==> src/pkg/boot_loader_regs.svh <==
/*
 Offsets, record layout and timing counts for the boot sequencer.
 Assumes byte-addressed info pages read one 32-bit word at a time.
*/
`ifndef BOOT_LOADER_REGS_SVH
`define BOOT_LOADER_REGS_SVH

// Vendor info page flags
`define VND_PROG_FLAG_OFS   16'h7F00
`define VND_AUTH_FLAG_OFS   16'h7F08
// Vendor key record
`define VND_KEY_LEN_OFS     16'h7D80 // RULE16
`define VND_KEY_CRC_OFS     16'h7D84
`define VND_KEY_DATA_OFS    16'h7D88
// Vendor lock-bit record
`define VND_LOCK_LEN_OFS    16'h7D00
// Vendor trim record
`define VND_TRIM_LEN_OFS    16'h7C80
// Product information record
`define VND_PROD_LEN_OFS    16'h7C40 // RULE20
`define VND_PROD_CRC_OFS    16'h7C44
`define VND_PROD_VER_OFS    16'h7C48
`define VND_PROD_DATA_OFS   16'h7C4C
// Calibration record
`define VND_ADC_LEN_OFS     16'h7B80 // RULE19
`define VND_ADC_CRC_OFS     16'h7B84
`define VND_ADC_DATA_OFS    16'h7B88
// User info page
`define USR_RDLOCK_OFS      16'h5F00 // RULE17
`define USR_AUTH_FLAG_OFS   16'h5F08
`define USR_KEY_LEN_OFS     16'h5D80 // RULE18
`define USR_KEY_CRC_OFS     16'h5D84
`define USR_KEY_DATA_OFS    16'h5D88
`define USR_LOCK_LEN_OFS    16'h5D00
`define USR_TRIM_LEN_OFS    16'h5C80

// Record layout: length word, CRC word, then data
`define REC_CRC_STEP        16'h0004
`define REC_DATA_STEP       16'h0008
`define REC_WORD_STEP       16'h0004
`define REC_MAX_WORDS       8'h10

// Main area layout
`define MAIN_PAGES          7'h40
`define MAIN_ENTRY_PAGE     6'h00
`define MAIN_CODE_FIRST     6'h01
`define MAIN_CODE_LAST      6'h3F
`define BLANK_WORD          32'hFFFFFFFF

// CRC-32 polynomial, initial value
`define CRC_POLY            32'h04C11DB7
`define CRC_INIT            32'hFFFFFFFF

// Edge spacing, half periods at 50 and 25 kHz, in clock cycles
`define CFG_HALF_MIN_CYC    16'h03E8
`define CFG_HALF_MAX_CYC    16'h07D0
`define CFG_EDGES_NEEDED    4'h8
`define CFG_WATCH_CYC       18'h30D40

`endif

==> src/pkg/boot_loader_pkg.sv <==
/*
 Types for the boot sequencer: the sequencer state and record phase enums.
 Assumes boot_loader_regs.svh carries all numbers.
*/
package boot_loader_pkg;
   // Gray-coded along the application path
   typedef enum logic [4:0] {
      st_cpu_init   = 5'h00,
      st_nvm_pwr    = 5'h01,
      st_blank_chk  = 5'h03,
      st_vtrim      = 5'h02,
      st_cfg_watch  = 5'h06,
      st_vlock      = 5'h07,
      st_utrim      = 5'h05,
      st_ulock      = 5'h04,
      st_entry_chk  = 5'h0C,
      st_run_nvm    = 5'h0D,
      st_cfg_init   = 5'h0F,
      st_cfg_mode   = 5'h0E,
      st_halt       = 5'h0A
   } boot_state_e;

   // Record fetch sub-phases
   typedef enum logic [1:0] {
      rec_len  = 2'h0,
      rec_crc  = 2'h1,
      rec_data = 2'h3,
      rec_done = 2'h2
   } rec_phase_e;
endpackage : boot_loader_pkg

==> src/core/secure_boot_loader.sv <==
/*
 Secure boot sequencer: steps the first (read-only) boot stage, checks
 each trim and lock record by CRC, applies trim and lock bits, and hands off
 to the nonvolatile entry point or stays in configuration mode.
 Assumes a word-wide info/main memory read port answering in one or more
 cycles with a valid pulse, and CPU/memory/power-up done strobes.
*/
// Behaviour
// (RULE1) Boot in two stages, nonvolatile split two
// (RULE2) Configuration mode runs read-only stage only
// (RULE3) Debug port held off during read-only stage
// (RULE4) Init CPU, memories, power nonvolatile, check blank
// (RULE5) Load vendor trim; bad CRC keeps defaults
// (RULE6) Sample request pin only after power-on
// (RULE7) Configuration path inits pins, SPI, transport
// (RULE8) Bad vendor lock record halts boot
// (RULE9) Bad user trim skipped, boot continues
// (RULE10) Bad user lock record halts boot
// (RULE11) Check entry point, then jump to it
// (RULE12) Trim and locks applied on every boot; a configuration-mode boot applies vendor trim only
// (RULE13) Main area 64 pages, page 0 entry
// (RULE14) Vector table relocated to main area
// (RULE15) Vendor flags at 0x7F08 and 0x7F00
// (RULE16) Vendor key record length, CRC, keys
// (RULE17) User flags at 0x5F08 and 0x5F00
// (RULE18) User key record length, CRC, key
// (RULE19) Calibration record length, CRC, 60 bytes
// (RULE20) Product record length, CRC, version, data
// (RULE21) Request detected from edges, 25-50 kHz
// (RULE22) Configuration mode reached only over SPI
// (RULE23) Vendor info page read only
// (RULE24) CRC over length bytes versus stored CRC
// (RULE25) Halt persists until next reset
`timescale 1ns/1ps
`include "boot_loader_regs.svh"

module secure_boot_loader (
   input  wire logic                       clk_sys_in,
   input  wire logic                       reset_in,
   input  wire logic                       por_boot_in,      // Boot follows power-on
   input  wire logic                       cpu_init_done_in, // CPU/memory ready
   input  wire logic                       nvm_pwr_done_in,  // Power-up complete
   input  wire logic                       config_request_pin_in,
   input  wire logic                       mem_valid_in,     // Read word valid
   input  wire logic [31:0]                mem_rdata_in,
   output logic                            mem_req_out,      // Read request
   output logic [15:0]                     mem_addr_out,     // Info byte addr
   output logic                            mem_main_sel_out, // Main area select
   output logic                            mem_write_en_out, // Never set
   output logic                            cpu_init_out,
   output logic                            nvm_pwr_up_out,
   output logic                            jtag_enable_out,
   output logic                            nvm_blank_out,
   output logic [31:0]                     vnd_trim_out,
   output logic                            vnd_trim_apply_out,
   output logic [31:0]                     usr_trim_out,
   output logic                            usr_trim_apply_out,
   output logic [31:0]                     vnd_lock_out,
   output logic [31:0]                     usr_lock_out,
   output logic                            lock_apply_out,
   output logic                            cfg_periph_init_out, // Pins/SPI/TL
   output logic                            spi_only_out,
   output logic                            configuration_mode_out,
   output logic                            vector_remap_out,
   output logic                            nvm_jump_out,     // One-cycle jump
   output logic [5:0]                      entry_page_out,
   output logic                            halt_out,
   output logic [4:0]                      boot_state_out
);
   import boot_loader_pkg::*;

   // One-step CRC-32 over a byte, MSB first
   function automatic logic [31:0] crc_byte(input logic [31:0] c,
                                            input logic [7:0]  d);
      logic [31:0] r;
      r = c;
      for (int i = 7; i >= 0; i--) begin
         r = (r[31] ^ d[i]) ? ((r << 1) ^ `CRC_POLY) : (r << 1);
      end
      return r;
   endfunction : crc_byte

   // Record base for a state, used by the record fetch on each state change
   function automatic logic [15:0] rec_base(input boot_state_e s);
      case (s)
         st_vtrim: rec_base = `VND_TRIM_LEN_OFS;
         st_vlock: rec_base = `VND_LOCK_LEN_OFS;
         st_utrim: rec_base = `USR_TRIM_LEN_OFS;
         st_ulock: rec_base = `USR_LOCK_LEN_OFS;
         default:  rec_base = 16'(`MAIN_ENTRY_PAGE);
      endcase
   endfunction : rec_base

   boot_state_e       state_r, state_nxt;     // Sequencer state
   rec_phase_e        phase_r;                // Record fetch phase
   logic              req_r;                  // Outstanding read
   logic [15:0]       addr_r;                 // Read address
   logic [31:0]       len_r;                  // Record length bytes
   logic [31:0]       crc_exp_r;              // Stored CRC
   logic [31:0]       crc_r;                  // Running CRC
   logic [31:0]       first_word_r;           // First data word
   logic [7:0]        words_r;                // Data words read
   logic              rec_ok_r;               // Last record result
   logic              pin_s1_r, pin_s2_r;     // Pin synchroniser
   logic              pin_d_r;                // Previous synced level
   logic [15:0]       gap_r;                  // Cycles since last edge
   logic [3:0]        edges_r;                // Good edges in a row
   logic [17:0]       watch_r;                // Watch window count
   logic              cfg_req_r;              // Request detected
   logic              blank_r;                // Main area blank

   // Data words the length calls for, and whether this is the last data word
   wire  [31:0] words_need = (len_r + 32'h3) >> 2;
   wire         data_last  = ({24'h0, words_r} + 32'h1 >= words_need) ||
                             (words_r + 8'h1 >= `REC_MAX_WORDS);
   wire  [31:0] crc_word   = crc_byte(crc_byte(crc_byte(crc_byte(crc_r,
                                mem_rdata_in[31:24]), mem_rdata_in[23:16]),
                                mem_rdata_in[15:8]), mem_rdata_in[7:0]);
   wire         rec_state  = (state_r == st_vtrim) || (state_r == st_vlock) ||
                             (state_r == st_utrim) || (state_r == st_ulock);
   wire         rec_end    = rec_state && (phase_r == rec_done);
   wire         pin_edge   = pin_s2_r ^ pin_d_r;
   wire         gap_good   = (gap_r >= `CFG_HALF_MIN_CYC) &&
                             (gap_r <= `CFG_HALF_MAX_CYC);
   wire         watch_end  = (watch_r == `CFG_WATCH_CYC) || !por_boot_in;
   wire         entry_ok   = mem_valid_in && (mem_rdata_in != `BLANK_WORD);

   // Next-state decode
   always_comb begin
      state_nxt = state_r;
      case (state_r)
         st_cpu_init:  if (cpu_init_done_in) state_nxt = st_nvm_pwr; // RULE4
         st_nvm_pwr:   if (nvm_pwr_done_in) state_nxt = st_blank_chk;
         st_blank_chk: if (mem_valid_in) state_nxt = st_vtrim;
         st_vtrim:     if (rec_end) state_nxt = st_cfg_watch; // RULE5
         st_cfg_watch: begin
            if (cfg_req_r) state_nxt = st_cfg_init; // RULE2
            else if (watch_end) state_nxt = st_vlock;
         end
         st_vlock: if (rec_end)
            state_nxt = rec_ok_r ? st_utrim : st_halt; // RULE8
         st_utrim: if (rec_end) state_nxt = st_ulock; // RULE9
         st_ulock: if (rec_end)
            state_nxt = rec_ok_r ? st_entry_chk : st_halt; // RULE10
         st_entry_chk: if (mem_valid_in)
            state_nxt = entry_ok ? st_run_nvm : st_halt; // RULE11
         st_run_nvm:   state_nxt = st_run_nvm;
         st_cfg_init:  state_nxt = st_cfg_mode; // RULE7
         st_cfg_mode:  state_nxt = st_cfg_mode;
         st_halt:      state_nxt = st_halt; // RULE25
         default:      state_nxt = st_cpu_init;
      endcase
   end

   // Sequencer register; every reset re-runs from the top
   always_ff @(posedge clk_sys_in) begin
      if (reset_in) state_r <= st_cpu_init; // RULE12
      else          state_r <= state_nxt;
   end

   // Record fetch: length, CRC, then data words with running CRC
   always_ff @(posedge clk_sys_in) begin
      if (reset_in || state_r != state_nxt) begin
         phase_r      <= rec_len;
         req_r        <= 1'b0;
         addr_r       <= rec_base(state_nxt);
         crc_r        <= `CRC_INIT;
         words_r      <= 8'h00;
         len_r        <= 32'h0;
         crc_exp_r    <= 32'h0;
         first_word_r <= 32'h0;
      end else if (rec_state && phase_r != rec_done) begin
         req_r <= !mem_valid_in;
         if (mem_valid_in) begin
            case (phase_r)
               rec_len: begin
                  len_r   <= mem_rdata_in;
                  phase_r <= rec_crc;
                  addr_r  <= addr_r + `REC_CRC_STEP;
               end
               rec_crc: begin
                  crc_exp_r <= mem_rdata_in;
                  addr_r    <= addr_r + `REC_WORD_STEP;
                  phase_r   <= (len_r == 32'h0) ? rec_done : rec_data;
               end
               rec_data: begin
                  crc_r   <= crc_word; // RULE24
                  if (words_r == 8'h00) first_word_r <= mem_rdata_in;
                  words_r <= words_r + 8'h1;
                  addr_r  <= addr_r + `REC_WORD_STEP;
                  if (data_last) phase_r <= rec_done;
               end
               default: phase_r <= rec_done;
            endcase
         end
      end else begin
         req_r <= (state_r == st_blank_chk || state_r == st_entry_chk)
                  && !mem_valid_in;
      end
   end

   // Integrity verdict once the record is read
   always_ff @(posedge clk_sys_in) begin
      if (reset_in)
         rec_ok_r <= 1'b0;
      else if (phase_r != rec_done)
         rec_ok_r <= (phase_r == rec_data) && mem_valid_in && data_last &&
                     (crc_word == crc_exp_r); // RULE24
   end

   // Request pin: two flops before anything reads it
   always_ff @(posedge clk_sys_in) begin
      if (reset_in) begin
         pin_s1_r <= 1'b0;
         pin_s2_r <= 1'b0;
         pin_d_r  <= 1'b0;
      end else begin
         pin_s1_r <= config_request_pin_in;
         pin_s2_r <= pin_s1_r;
         pin_d_r  <= pin_s2_r;
      end
   end

   // Edge-rate detector, only while watching after power-on
   always_ff @(posedge clk_sys_in) begin
      if (reset_in || state_r != st_cfg_watch) begin
         gap_r     <= 16'h0;
         edges_r   <= 4'h0;
         watch_r   <= 18'h0;
         cfg_req_r <= 1'b0;
      end else if (por_boot_in) begin // RULE6
         watch_r <= watch_r + 18'h1;
         if (pin_edge) begin
            gap_r   <= 16'h0;
            edges_r <= gap_good ? edges_r + 4'h1 : 4'h0; // RULE21
            if (gap_good && edges_r + 4'h1 == `CFG_EDGES_NEEDED)
               cfg_req_r <= 1'b1;
         end else if (gap_r != 16'hFFFF) begin
            gap_r <= gap_r + 16'h1;
         end
      end
   end

   // Applied trim and lock values; only a good record is applied
   always_ff @(posedge clk_sys_in) begin
      if (reset_in) begin
         vnd_trim_out       <= 32'h0; // RULE5
         usr_trim_out       <= 32'h0;
         vnd_lock_out       <= 32'h0;
         usr_lock_out       <= 32'h0;
         vnd_trim_apply_out <= 1'b0;
         usr_trim_apply_out <= 1'b0;
         lock_apply_out     <= 1'b0;
      end else begin
         vnd_trim_apply_out <= 1'b0;
         usr_trim_apply_out <= 1'b0;
         lock_apply_out     <= 1'b0;
         if (rec_end && state_nxt != state_r && rec_ok_r) begin
            case (state_r)
               st_vtrim: begin
                  vnd_trim_out       <= first_word_r; // RULE12
                  vnd_trim_apply_out <= 1'b1;
               end
               st_utrim: begin
                  usr_trim_out       <= first_word_r; // RULE9
                  usr_trim_apply_out <= 1'b1;
               end
               st_vlock: begin
                  vnd_lock_out   <= first_word_r; // RULE8
                  lock_apply_out <= 1'b1;
               end
               st_ulock: begin
                  usr_lock_out   <= first_word_r; // RULE10
                  lock_apply_out <= 1'b1;
               end
               default: lock_apply_out <= 1'b0;
            endcase
         end
      end
   end

   // Blank check of the entry page's first word
   always_ff @(posedge clk_sys_in) begin
      if (reset_in)
         blank_r <= 1'b0;
      else if (state_r == st_blank_chk && mem_valid_in)
         blank_r <= (mem_rdata_in == `BLANK_WORD); // RULE4
   end

   // Memory port and status outputs, all registered
   always_ff @(posedge clk_sys_in) begin
      if (reset_in) begin
         mem_req_out            <= 1'b0;
         mem_addr_out           <= 16'h0;
         mem_main_sel_out       <= 1'b0;
         mem_write_en_out       <= 1'b0;
         cpu_init_out           <= 1'b0;
         nvm_pwr_up_out         <= 1'b0;
         jtag_enable_out        <= 1'b0;
         nvm_blank_out          <= 1'b0;
         cfg_periph_init_out    <= 1'b0;
         spi_only_out           <= 1'b0;
         configuration_mode_out <= 1'b0;
         vector_remap_out       <= 1'b0;
         nvm_jump_out           <= 1'b0;
         entry_page_out         <= `MAIN_ENTRY_PAGE;
         halt_out               <= 1'b0;
         boot_state_out         <= 5'h0;
      end else begin
         mem_req_out      <= req_r && !mem_valid_in;
         mem_addr_out     <= addr_r; // RULE15
         // Entry and blank checks read page 0 of the main area
         mem_main_sel_out <= (state_r == st_blank_chk) ||
                             (state_r == st_entry_chk); // RULE13
         mem_write_en_out <= 1'b0; // RULE23
         cpu_init_out     <= (state_r == st_cpu_init); // RULE4
         nvm_pwr_up_out   <= (state_r == st_nvm_pwr);
         // Debug stays off until the nonvolatile stage owns the core
         jtag_enable_out  <= (state_r == st_run_nvm); // RULE3
         nvm_blank_out    <= blank_r;
         cfg_periph_init_out <= (state_r == st_cfg_init); // RULE7
         spi_only_out     <= (state_r == st_cfg_init) ||
                             (state_r == st_cfg_mode); // RULE22
         configuration_mode_out <= (state_r == st_cfg_mode); // RULE2
         vector_remap_out <= (state_r == st_run_nvm); // RULE14
         nvm_jump_out     <= (state_r == st_entry_chk) &&
                             (state_nxt == st_run_nvm); // RULE1
         entry_page_out   <= `MAIN_ENTRY_PAGE; // RULE11
         halt_out         <= (state_r == st_halt); // RULE25
         boot_state_out   <= state_r;
      end
   end
endmodule : secure_boot_loader

==> config.mk <==
export PLATFORM = sky130hd
export DESIGN_NAME = secure_boot_loader
export DESIGN_NICKNAME = d
export VERILOG_FILES = /design/src/pkg/boot_loader_pkg.sv /design/src/core/secure_boot_loader.sv
export VERILOG_INCLUDE_DIRS = /design/src /design/src/pkg
export SDC_FILE = /design/constraint.sdc
export NUM_CORES = 1
export LEC_CHECK = 0
export BUFFER_PORTS_ARGS = -buffer_cell sky130_fd_sc_hd__buf_4
export CAP_MARGIN = 20
export CORE_MARGIN = 2
export CORE_UTILIZATION = 30
export DETAILED_ROUTE_END_ITERATION = 10
export GPL_ROUTABILITY_DRIVEN = 1
export GPL_TIMING_DRIVEN = 0
export PLACE_DENSITY = 0.58
export SETUP_SLACK_MARGIN = 0.02
export SLEW_MARGIN = 20
export SYNTH_ARGS = -nofsm -noshare
export SYNTH_HDL_FRONTEND = slang
export SYNTH_SLANG_ARGS = --single-unit
export TNS_END_PERCENT = 5
==> constraint.sdc <==
create_clock -name clk_sys_in -period 9.1 [get_ports clk_sys_in]
set_clock_uncertainty 0.1 [all_clocks]
set_input_delay 0.91 -clock clk_sys_in [delete_from_list [all_inputs] [get_ports clk_sys_in]]
set_output_delay 0.91 -clock clk_sys_in [all_outputs]
set_load 0.005 [all_outputs]
==> results of run 1 <==
## power groups by stage
stage | combinational, mW | clock, mW | sequential (mW)
final | 4.98 | 1.72 | 1.62
after global routing | 5.20 | 1.82 | 1.62
after CTS | 4.90 | 1.76 | 1.62
after detailed placement | 4.86 | 0 | 1.66
after global placement | 4.87 | 0 | 1.66
after floorplan | 3.80 | 0 | 1.65
## worst max-delay path by stage
stage | startpoint | to | slack, ps | cells after the start
4_1_cts | mem_rdata_in[21] | rec_ok_r$_SDFFE_PP0P_ | 3180 | 13
2_1_floorplan | mem_rdata_in[27] | rec_ok_r$_SDFFE_PP0P_ | 4050 | 13
5_1_grt | mem_rdata_in[21] | rec_ok_r$_SDFFE_PP0P_ | 2970 | 13
3_3_place_gp | mem_rdata_in[31] | rec_ok_r$_SDFFE_PP0P_ | 2430 | 13
3_5_place_dp | mem_rdata_in[21] | rec_ok_r$_SDFFE_PP0P_ | 2640 | 13
6_report | mem_rdata_in[21] | rec_ok_r$_SDFFE_PP0P_ | 3060 | 13
## per-stage QoR
stage / instance area, um^2 / utilization [%]
2_1_floorplan: 18310 / -
3_3_place_gp: 20740 / 34.43
3_5_place_dp: 20770 / 34.48
4_1_cts: 22170 / 36.80
5_1_grt: 22180 / 36.81
6_report: 22180 / 36.81
## routing by layer
metal	vias up	wire length (um)	global-route usage [%]	part of all wire, %
met5	-	0	0	0
met4	0	1927	6.279	3.2
met3	105	4140	3.510	6.9
met2	475	27930	30.76	47
met1	7363	25590	24.06	43
li1	7399	-	-	-
## cell families (layout without fill, tap and decap cells)
family	after synthesis	count (layout)	synth area share (%)
AO/OA/AOI/OAI	339	339	10.35
other	1	10	0.02052
multiplexers	8	8	0.4382
buffers and inverters	141	414	3.184
AND/OR/NAND/NOR	834	834	19.48
XOR/XNOR	374	374	24.70
adder cells (fa/ha/maj)	19	19	1.287
flip-flops	363	363	40.53
## final cells by class
| type | count | share of cell area, % |
|---|---|---|
| buffer | 122 | 2.302 |
| tap | 782 | 4.412 |
| multi-input combinational | 1584 | 46.63 |
| sequential | 363 | 33.40 |
| inverter | 19 | 0.3216 |
| clock buffer | 57 | 5.263 |
| timing repair buffer | 196 | 6.612 |
| clock inverter | 20 | 1.061 |
## registers in the layout, summed over array words and instances, names as in the netlist, 32 cells and up
signal / count
crc_exp_r: 32
crc_r: 32
first_word_r: 32
len_r: 32
usr_lock_out: 32
usr_trim_out: 32
vnd_lock_out: 32
vnd_trim_out: 32
## synthesized netlist by cell type (16+ instances only)
cell,n
o21ai_0,23
nand3_1,33
nor2_1,104
nor4_1,16
and3_1,16
xnor3_1,41
o211ai_1,30
inv_1,19
dfxtp_1,349
nor2b_1,26
nand2_1,548
nand4_1,35
ha_1,18
clkbuf_1,103
xor2_1,91
xnor2_1,195
a21oi_1,250
## critical path, stage by stage
cell and delay (ps):
buf_4 160, xnor2_1 660, xnor3_1 670, xnor3_2 530, xnor2_1 400, xnor3_2 580, xor2_4 490, xnor2_4 270
xnor3_1 590, xor2_1 200, a2111oi_2 420, nand4_1 350, o21ai_1 170
## placed cells by master (no fill, tap or decap), types with 8 or more instances in the layout
cell       instances
nor3_1            14
xnor2_1          194
nand4_1           35
or3_1             14
xnor2_2           12
and3_1            16
xnor3_2            9
mux2i_1            8
nor2_1           104
xor2_1            91
buf_4            205
xnor2_4            9
o211ai_1          30
o21ai_0           22
ha_1              18
dfxtp_1          349
clkbuf_16         42
nand3_1           33
xnor3_1           41
nand2_1          548
xnor3_4            8
inv_1             19
edfxtp_1          14
clkbuf_1         112
nor2b_1           26
nor4_1            14
a21oi_1          250
conb_1            10
==> out/metrics.yaml, run 1 <==
status: "complete, no violations"
netSwitchingPower_mw: 3.403
finalNonFillerCells: 3143
area_growth_pct: 21.37
clk_latency_ps: 580
slew_headroom_pct: 37.91
irDropWorstVdd_mv: 0.5392
drt_iter0_markers: 1134
critPathArrivalTime_ps: 6430
crit_path_max_fanout: 8
regArea_um2: 7407
timing.rr.start: "crc_r[21]$_SDFFE_PP1P_"
cts_buffers: 42
power_mw: 8.321
viasPerCell: 4.881
async_reset_ff_share_pct: 0
synth_edf_count: 14
hold_viol: 0
cts_buffer_depth: 3
yosys-top-cells-area: "dfxtp_1 (38%), nand2_1 (11%), xnor2_1 (9.3%), a21oi_1 (6.8%), xnor3_1 (5.1%)"
layout-drive-gt1-share_pct: 14.06
multi_input_area_um2: 10340
internal_power_mw: 4.918
cts_tree: "yes"
dp_slack_ps: 2636
finalCritPeriodShare_pct: 66.39
place_hpwl_um: 46200
pwr-share-seq_pct: 19.5
worstRegToRegCells: 12
worstHoldStart: "pin_s1_r$_SDFF_PP0_"
yosys.area.top_type: "dfxtp_1"
first_pass_iters: 6
start_util_pct: 30.33
postRouteAntennaNets: 0
grtUsageTotal_pct: 18.50
diodes: 0
dieHeight_um: 250.8
p_leak_nw: 8.339
pwr-share-comb_pct: 59.8
crit_path_start_kind: "input pin"
drv_slew: 0
setup-violations-final: 0
rsz0062_at_grt: "false"
ctsRootBufferMaster: "clkbuf_16"
ys_ff_latch: 363
finalCriticalPeriod_ps: 6041
hold_depth: 1
worst_slack_ps: 3059
hold_end: "pin_s2_r$_SDFF_PP0_"
synth_cells: 2079
postCtsSetupRepairBufs: 0
cts-resized-gates: 0
grt_pass1_wl_um: 89660
drt_wl_total_um: 59590
syn_area_um2: 18270
tightest_slew_ps: 924.8
critPathKind: "input pin to flop"
wl_per_cell_um: 18.96
drc: 0
synth_cell_types: 66
fillers: 6070
crit_required_ps: 9490
p_clk_share_pct: 20.7
yosys.area.top_type_share_pct: 38.23
place.gp.congestion: 0.9036
clk_pin_slew_ps: 60
antenna_found_initial: 0
synthFlopType: "dfxtp_1"
gr-total-overflow: 0
syn_area_per_cell_um2: 8.790
hold_class: "flop to flop"
ys_seq_area_share_pct: 40.53
dp_cells: 3066
num_rows: 90
boundaryPins: 210
nNetsFinal: 2385
worst_hold_slack_ps: 352.0
synth_warnings: 0
drv_cap: 0
vias: 15340
grt_pass1_vias: 14950
clock-sinks: 363
p_sw_share_pct: 40.89
portBuffers: 194
crit_path_end_kind: "flop"
holdBufCountCts: 0
r2r_end: "rec_ok_r$_SDFFE_PP0P_"
die_area_um2: 62900
grt_max_degree: 15
power-per-cell-area_nw_per_um2: 375.2
core_area_um2: 60250
timing.fmax_mhz: 165.5
reg2reg_slack_ps: 3250
htree_levels: 2
die_w_um: 250.8
tns_ps: 0
Note: power is estimated with default switching activity, not from simulation.
==> run 2: changes to the inputs <==
--- a/config.mk
+++ b/config.mk
@@ -13,7 +13,7 @@
 export DETAILED_ROUTE_END_ITERATION = 10
 export GPL_ROUTABILITY_DRIVEN = 1
 export GPL_TIMING_DRIVEN = 0
-export PLACE_DENSITY = 0.58
+export PLACE_DENSITY = 0.59
 export SETUP_SLACK_MARGIN = 0.02
 export SLEW_MARGIN = 20
 export SYNTH_ARGS = -nofsm -noshare
==> constraint.sdc (replaced) <==
create_clock -name clk_sys_in -period 5.4 [get_ports clk_sys_in]
set_clock_uncertainty 0.1 [all_clocks]
set_input_delay 0.54 -clock clk_sys_in [delete_from_list [all_inputs] [get_ports clk_sys_in]]
set_output_delay 0.54 -clock clk_sys_in [all_outputs]
set_load 0.005 [all_outputs]
==> run 2 against run 1 <==
Design area is 1.2% higher. Clock-buffer cell count up 1. Clock power is 80% higher. Critical path depth decreased by 1. Sequential share of layout area down 0.39 points. Sequential cell count is the same. Total power rose by 71%. Setup slack worse by 2900 ps. Utilization grew 0.44 points. Routed wire length is 0.23% higher. Combinational power increased by 68%. Largest cell class unchanged. Highest routed layer unchanged.
==> out/metrics.yaml, run 2 (synthesized netlist as in run 1, its figures left out) <==
portBuffers: 194
final_common_cell: "nand2_1"
grt_pass1_wl_um: 89750
area_growth_pct: 22.81
reg2reg_slack_ps: 150
viasPerCell: 4.858
vias: 15280
tightest_slew_ps: 928.0
place.gp.congestion: 0.8969
dieHeight_um: 250.8
layout_common_cells: "nand2_1 (548), dfxtp_1 (349), a21oi_1 (250)"
layout-drive-gt1-share_pct: 14.69
cts_tree: "yes"
critPathArrivalTime_ps: 5630
drt_wl_total_um: 59730
drc: 0
worstRegToRegCells: 12
die_area_um2: 62900
timing.rr.start: "crc_r[27]$_SDFFE_PP1P_"
finalCriticalPeriod_ps: 5250
slew_headroom_pct: 37.69
crit_path_end_kind: "flop"
nNetsFinal: 2388
gr-total-overflow: 0
drt_iter0_markers: 1272
num_rows: 90
hold_depth: 2
cts_buffers: 42
antenna_found_initial: 1
crit_path_start_kind: "flop"
timing.fmax_mhz: 190.5
core_area_um2: 60250
grt_max_degree: 15
grtUsageTotal_pct: 18.56
wl_per_cell_um: 18.99
hold_viol: 0
utilization_pct: 37.25
crit_path_max_fanout: 5
grt_pass1_vias: 15040
clk_pin_slew_ps: 60
clk_latency_ps: 570
hold_class: "input pin to flop"
status: "complete, no violations"
crit_required_ps: 5780
start_util_pct: 30.33
dp_cells: 3065
final_area_um2: 22440
power-per-cell-area_nw_per_um2: 632.7
die_w_um: 250.8
p_leak_nw: 8.454
irDropWorstVdd_mv: 0.7259
place_hpwl_um: 46440
htree_levels: 2
hold_end: "pin_s1_r$_SDFF_PP0_"
boundaryPins: 210
first_pass_iters: 5
r2r_end: "rec_ok_r$_SDFFE_PP0P_"
cts_buffer_depth: 3
critPathKind: "flop to flop"
critPathLaunch: "crc_r[27]$_SDFFE_PP1P_"
rsz0062_at_grt: "true"
drv_cap: 0
drv_slew: 0
finalCritPeriodShare_pct: 97.23
postRouteAntennaNets: 0
clock-sinks: 363
ctsRootBufferMaster: "clkbuf_16"
worstHoldStart: "config_request_pin_in"
setup-violations-final: 0
post_dp_cell_area_um2: 20760
finalNonFillerCells: 3145
[run 2: cell types whose count changed in the layout (fill, tap and decap cells not counted), sizes merged]
cell	delta
clkinv	-4
buf	+3
bufinv	+2
clkbuf	+1
diode	+1
inv	-1
[run 2: metrics by stage]
step                hold WS (ps)  setup WS, ps  TNS, ps  power, mW
finish                     122.0         149.5        0      14.20
CTS                        95.36         99.77        0      14.14
global placement           331.3        -630.1   -630.1      10.82
detailed placement         334.6        -593.5   -593.5      10.85
global route               103.9        0.7563        0      14.82
floorplan                  313.8         719.7        0      9.189
[run 2: worst max-delay path by stage]
| stage | cells after the start | endpoint | slack (ps) |
|---|---|---|---|
| floorplan | 13 | rec_ok_r$_SDFFE_PP0P_ | 720 |
| global placement | 13 | rec_ok_r$_SDFFE_PP0P_ | -630 |
| detailed placement | 13 | rec_ok_r$_SDFFE_PP0P_ | -590 |
| CTS | 12 | rec_ok_r$_SDFFE_PP0P_ | 100 |
| global route | 12 | rec_ok_r$_SDFFE_PP0P_ | 0.8 |
| finish | 12 | rec_ok_r$_SDFFE_PP0P_ | 150 |
[run 2: what timing repair did]
action / in CTS / in global routing
gates cloned: 0 / 0
endpoints found under the setup margin: 1 / 13
hold buffers: 0 / 0
pin swaps: 0 / 1
gates resized for setup: 8 / 9
buffers inserted: 3 / 0
[run 2: critical path, cell delays in order, from the launching register on]
cell and delay [ps]:
dfxtp_1 520, xor2_4 300, xnor3_2 540, xnor3_2 420
xnor3_1 500, xnor3_4 680, xnor2_4 310, xnor3_1 350
nor4_1 320, or4b_1 500, nor4_2 180, nand4_1 280
o21ai_1 150
[run 2: power by group]
part | switching, mW | total, mW | internal [mW]
Sequential | 0.0157 | 2.73 | 2.72
Clock | 1.19 | 3.09 | 1.91
Combinational | 4.44 | 8.37 | 3.94
Total | 5.64 | 14.2 | 8.56
[run 2: final cells by class]
class / instances / area [um^2]
Antenna cell: 1 / 2.502
Buffer: 122 / 510.5
Clock buffer: 58 / 1244
Clock inverter: 17 / 265.3
Fill cell: 6122 / 37800
Inverter: 19 / 71.32
Multi-Input combinational cell: 1584 / 10470
Sequential cell: 363 / 7407
Tap cell: 782 / 978.4
Timing Repair Buffer: 199 / 1489
[run 2: layer usage]
metal  track usage [%]  wire length (um)  vias up
met4             6.467              1945        0
met5                 0                 0        -
li1                  -                 -     7401
met3             3.759              3978      104
met2             31.21             28420      476
met1             23.64             25390     7297
==> run 3: changes to the inputs <==
--- a/config.mk
+++ b/config.mk
@@ -8,12 +8,14 @@
 export LEC_CHECK = 0
 export BUFFER_PORTS_ARGS = -buffer_cell sky130_fd_sc_hd__buf_4
 export CAP_MARGIN = 20
+export CELL_PAD_IN_SITES_DETAIL_PLACEMENT = 0
+export CELL_PAD_IN_SITES_GLOBAL_PLACEMENT = 1
 export CORE_MARGIN = 2
 export CORE_UTILIZATION = 30
 export DETAILED_ROUTE_END_ITERATION = 10
 export GPL_ROUTABILITY_DRIVEN = 1
 export GPL_TIMING_DRIVEN = 0
-export PLACE_DENSITY = 0.59
+export PLACE_DENSITY = 0.71
 export SETUP_SLACK_MARGIN = 0.02
 export SLEW_MARGIN = 20
 export SYNTH_ARGS = -nofsm -noshare
==> run 3 against run 2 <==
Via count fell by 0.31%. Total power decreased by 0.51%. Design area is 0.54% lower. Register-to-register slack got worse by 140 ps. Die area did not move. Sequential share of layout area up 0.18 points. Sequential power about the same. Global-route usage about the same. Setup slack got worse by 140 ps. Non-clock buffer count down 1. Highest routed layer unchanged. Utilization decreased by 0.20 points. Critical endpoint unchanged.
==> out/metrics.yaml, run 3 (synthesized netlist as in run 1, its figures left out) <==
boundaryPins: 210
pwr-share-comb_pct: 59.5
gr-total-overflow: 0
grt_pass1_vias: 14650
drc: 0
ctsRootBufferMaster: "clkbuf_16"
final_common_cell: "nand2_1"
p_sw_share_pct: 40.12
clock-sinks: 363
postRouteAntennaNets: 0
viasPerCell: 4.846
place.gp.congestion: 0.9465
irDropWorstVdd_mv: 0.7954
finalNonFillerCells: 3143
drt_iter0_markers: 1050
grtUsageTotal_pct: 18.52
dieHeight_um: 250.8
die_area_um2: 62900
dp_cells: 3065
crit_path_max_fanout: 5
clk_pin_slew_ps: 60
tightest_slew_ps: 903.8
hold_depth: 2
p_clk_share_pct: 21.1
slew_headroom_pct: 39.19
num_rows: 90
die_w_um: 250.8
antenna_found_initial: 1
critPathKind: "flop to flop"
wl_per_cell_um: 18.99
finalCritPeriodShare_pct: 99.81
htree_levels: 2
start_util_pct: 30.33
drt_wl_total_um: 59690
layout_common_cells: "nand2_1 (548), dfxtp_1 (349), a21oi_1 (250)"
power-per-cell-area_nw_per_um2: 632.8
tns_ps: 0
hold_class: "input pin to flop"
clk_latency_ps: 570
holdBufCountCts: 0
cts_buffer_depth: 3
power_mw: 14.13
layout-drive-gt1-share_pct: 14.36
vias: 15230
fillers: 6060
p_leak_nw: 8.395
worstRegToRegCells: 12
internal_power_mw: 8.459
crit_path_end_kind: "flop"
finalCriticalPeriod_ps: 5390
netSwitchingPower_mw: 5.667
drv_slew: 0
worst_hold_slack_ps: 93.94
hold_viol: 0
pwr-share-seq_pct: 19.3
cts_buffers: 41
core_area_um2: 60250
nNetsFinal: 2386
rsz0062_at_grt: "true"
timing.fmax_mhz: 185.5
status: "complete, no violations"
drv_cap: 0
grt_pass1_wl_um: 89620
cts_tree: "yes"
crit_required_ps: 5800
grt_max_degree: 15
crit_path_start_kind: "flop"
first_pass_iters: 5
setup-violations-final: 0
place_hpwl_um: 46250
critPathArrivalTime_ps: 5790
portBuffers: 194
area_growth_pct: 22.15
[run 3: metal layers]
| layer | vias up | track usage, % | share of wire (%) |
|---|---|---|---|
| met4 | 0 | 4.842 | 2.2 |
| met5 | - | 0 | 0 |
| met1 | 7392 | 24.77 | 45 |
| li1 | 7395 | - | - |
| met3 | 75 | 2.174 | 4.9 |
| met2 | 369 | 31.67 | 48 |
[run 3: worst max-delay path: stages, from the launching register on]
cell	delay, ps
dfxtp_1	320
xnor2_1	650
xnor3_2	400
xnor3_2	470
xnor3_1	460
xnor3_4	650
xnor2_4	310
xnor3_1	360
nor4_1	300
or4b_1	540
nor4_2	210
nand4_1	360
o21ai_1	170
[run 3: final cells by class]
class / count / area, um^2 / share of cell area [%]
Antenna cell: 1 / 2.502 / 0.01121
Clock buffer: 57 / 1167 / 5.230
Clock inverter: 17 / 269.0 / 1.205
Multi-Input combinational cell: 1584 / 10430 / 46.72
Sequential cell: 363 / 7407 / 33.18
Buffer: 122 / 510.5 / 2.287
Inverter: 19 / 71.32 / 0.3195
Tap cell: 782 / 978.4 / 4.383
Timing Repair Buffer: 198 / 1486 / 6.659
[run 3: timing repair]
action	4_1_cts	5_1_grt
endpoints found under the setup margin	1	11
resized for setup	6	5
buffers inserted	3	0
[run 3: power by group through the flow]
stage	Clock (mW)	Combinational [mW]	Sequential, mW
2_1_floorplan	0	6.40	2.79
3_3_place_gp	0	8.18	2.79
3_5_place_dp	0	8.17	2.79
4_1_cts	3.06	8.34	2.73
5_1_grt	3.16	8.86	2.73
6_report	2.98	8.41	2.73
[run 3: worst paths after layout]
check | from | endpoint | slack (ps)
hold reg to reg | pin_s1_r$_SDFF_PP0_ | pin_s2_r$_SDFF_PP0_ | 340
setup reg to reg | crc_r[17]$_SDFFE_PP1P_ | rec_ok_r$_SDFFE_PP0P_ | 10
setup / recovery | crc_r[17]$_SDFFE_PP1P_ | rec_ok_r$_SDFFE_PP0P_ | 10
hold / removal | config_request_pin_in | pin_s1_r$_SDFF_PP0_ | 90
[run 3: through the flow]
step	worst slack [ps]	utilization, %	instance area [um^2]
after floorplan	719.7	-	18310
after global placement	-767.2	34.43	20740
after detailed placement	-703.5	34.48	20770
after CTS	35.69	36.99	22280
after global routing	-107.7	37.05	22320
final	10.43	37.05	22320
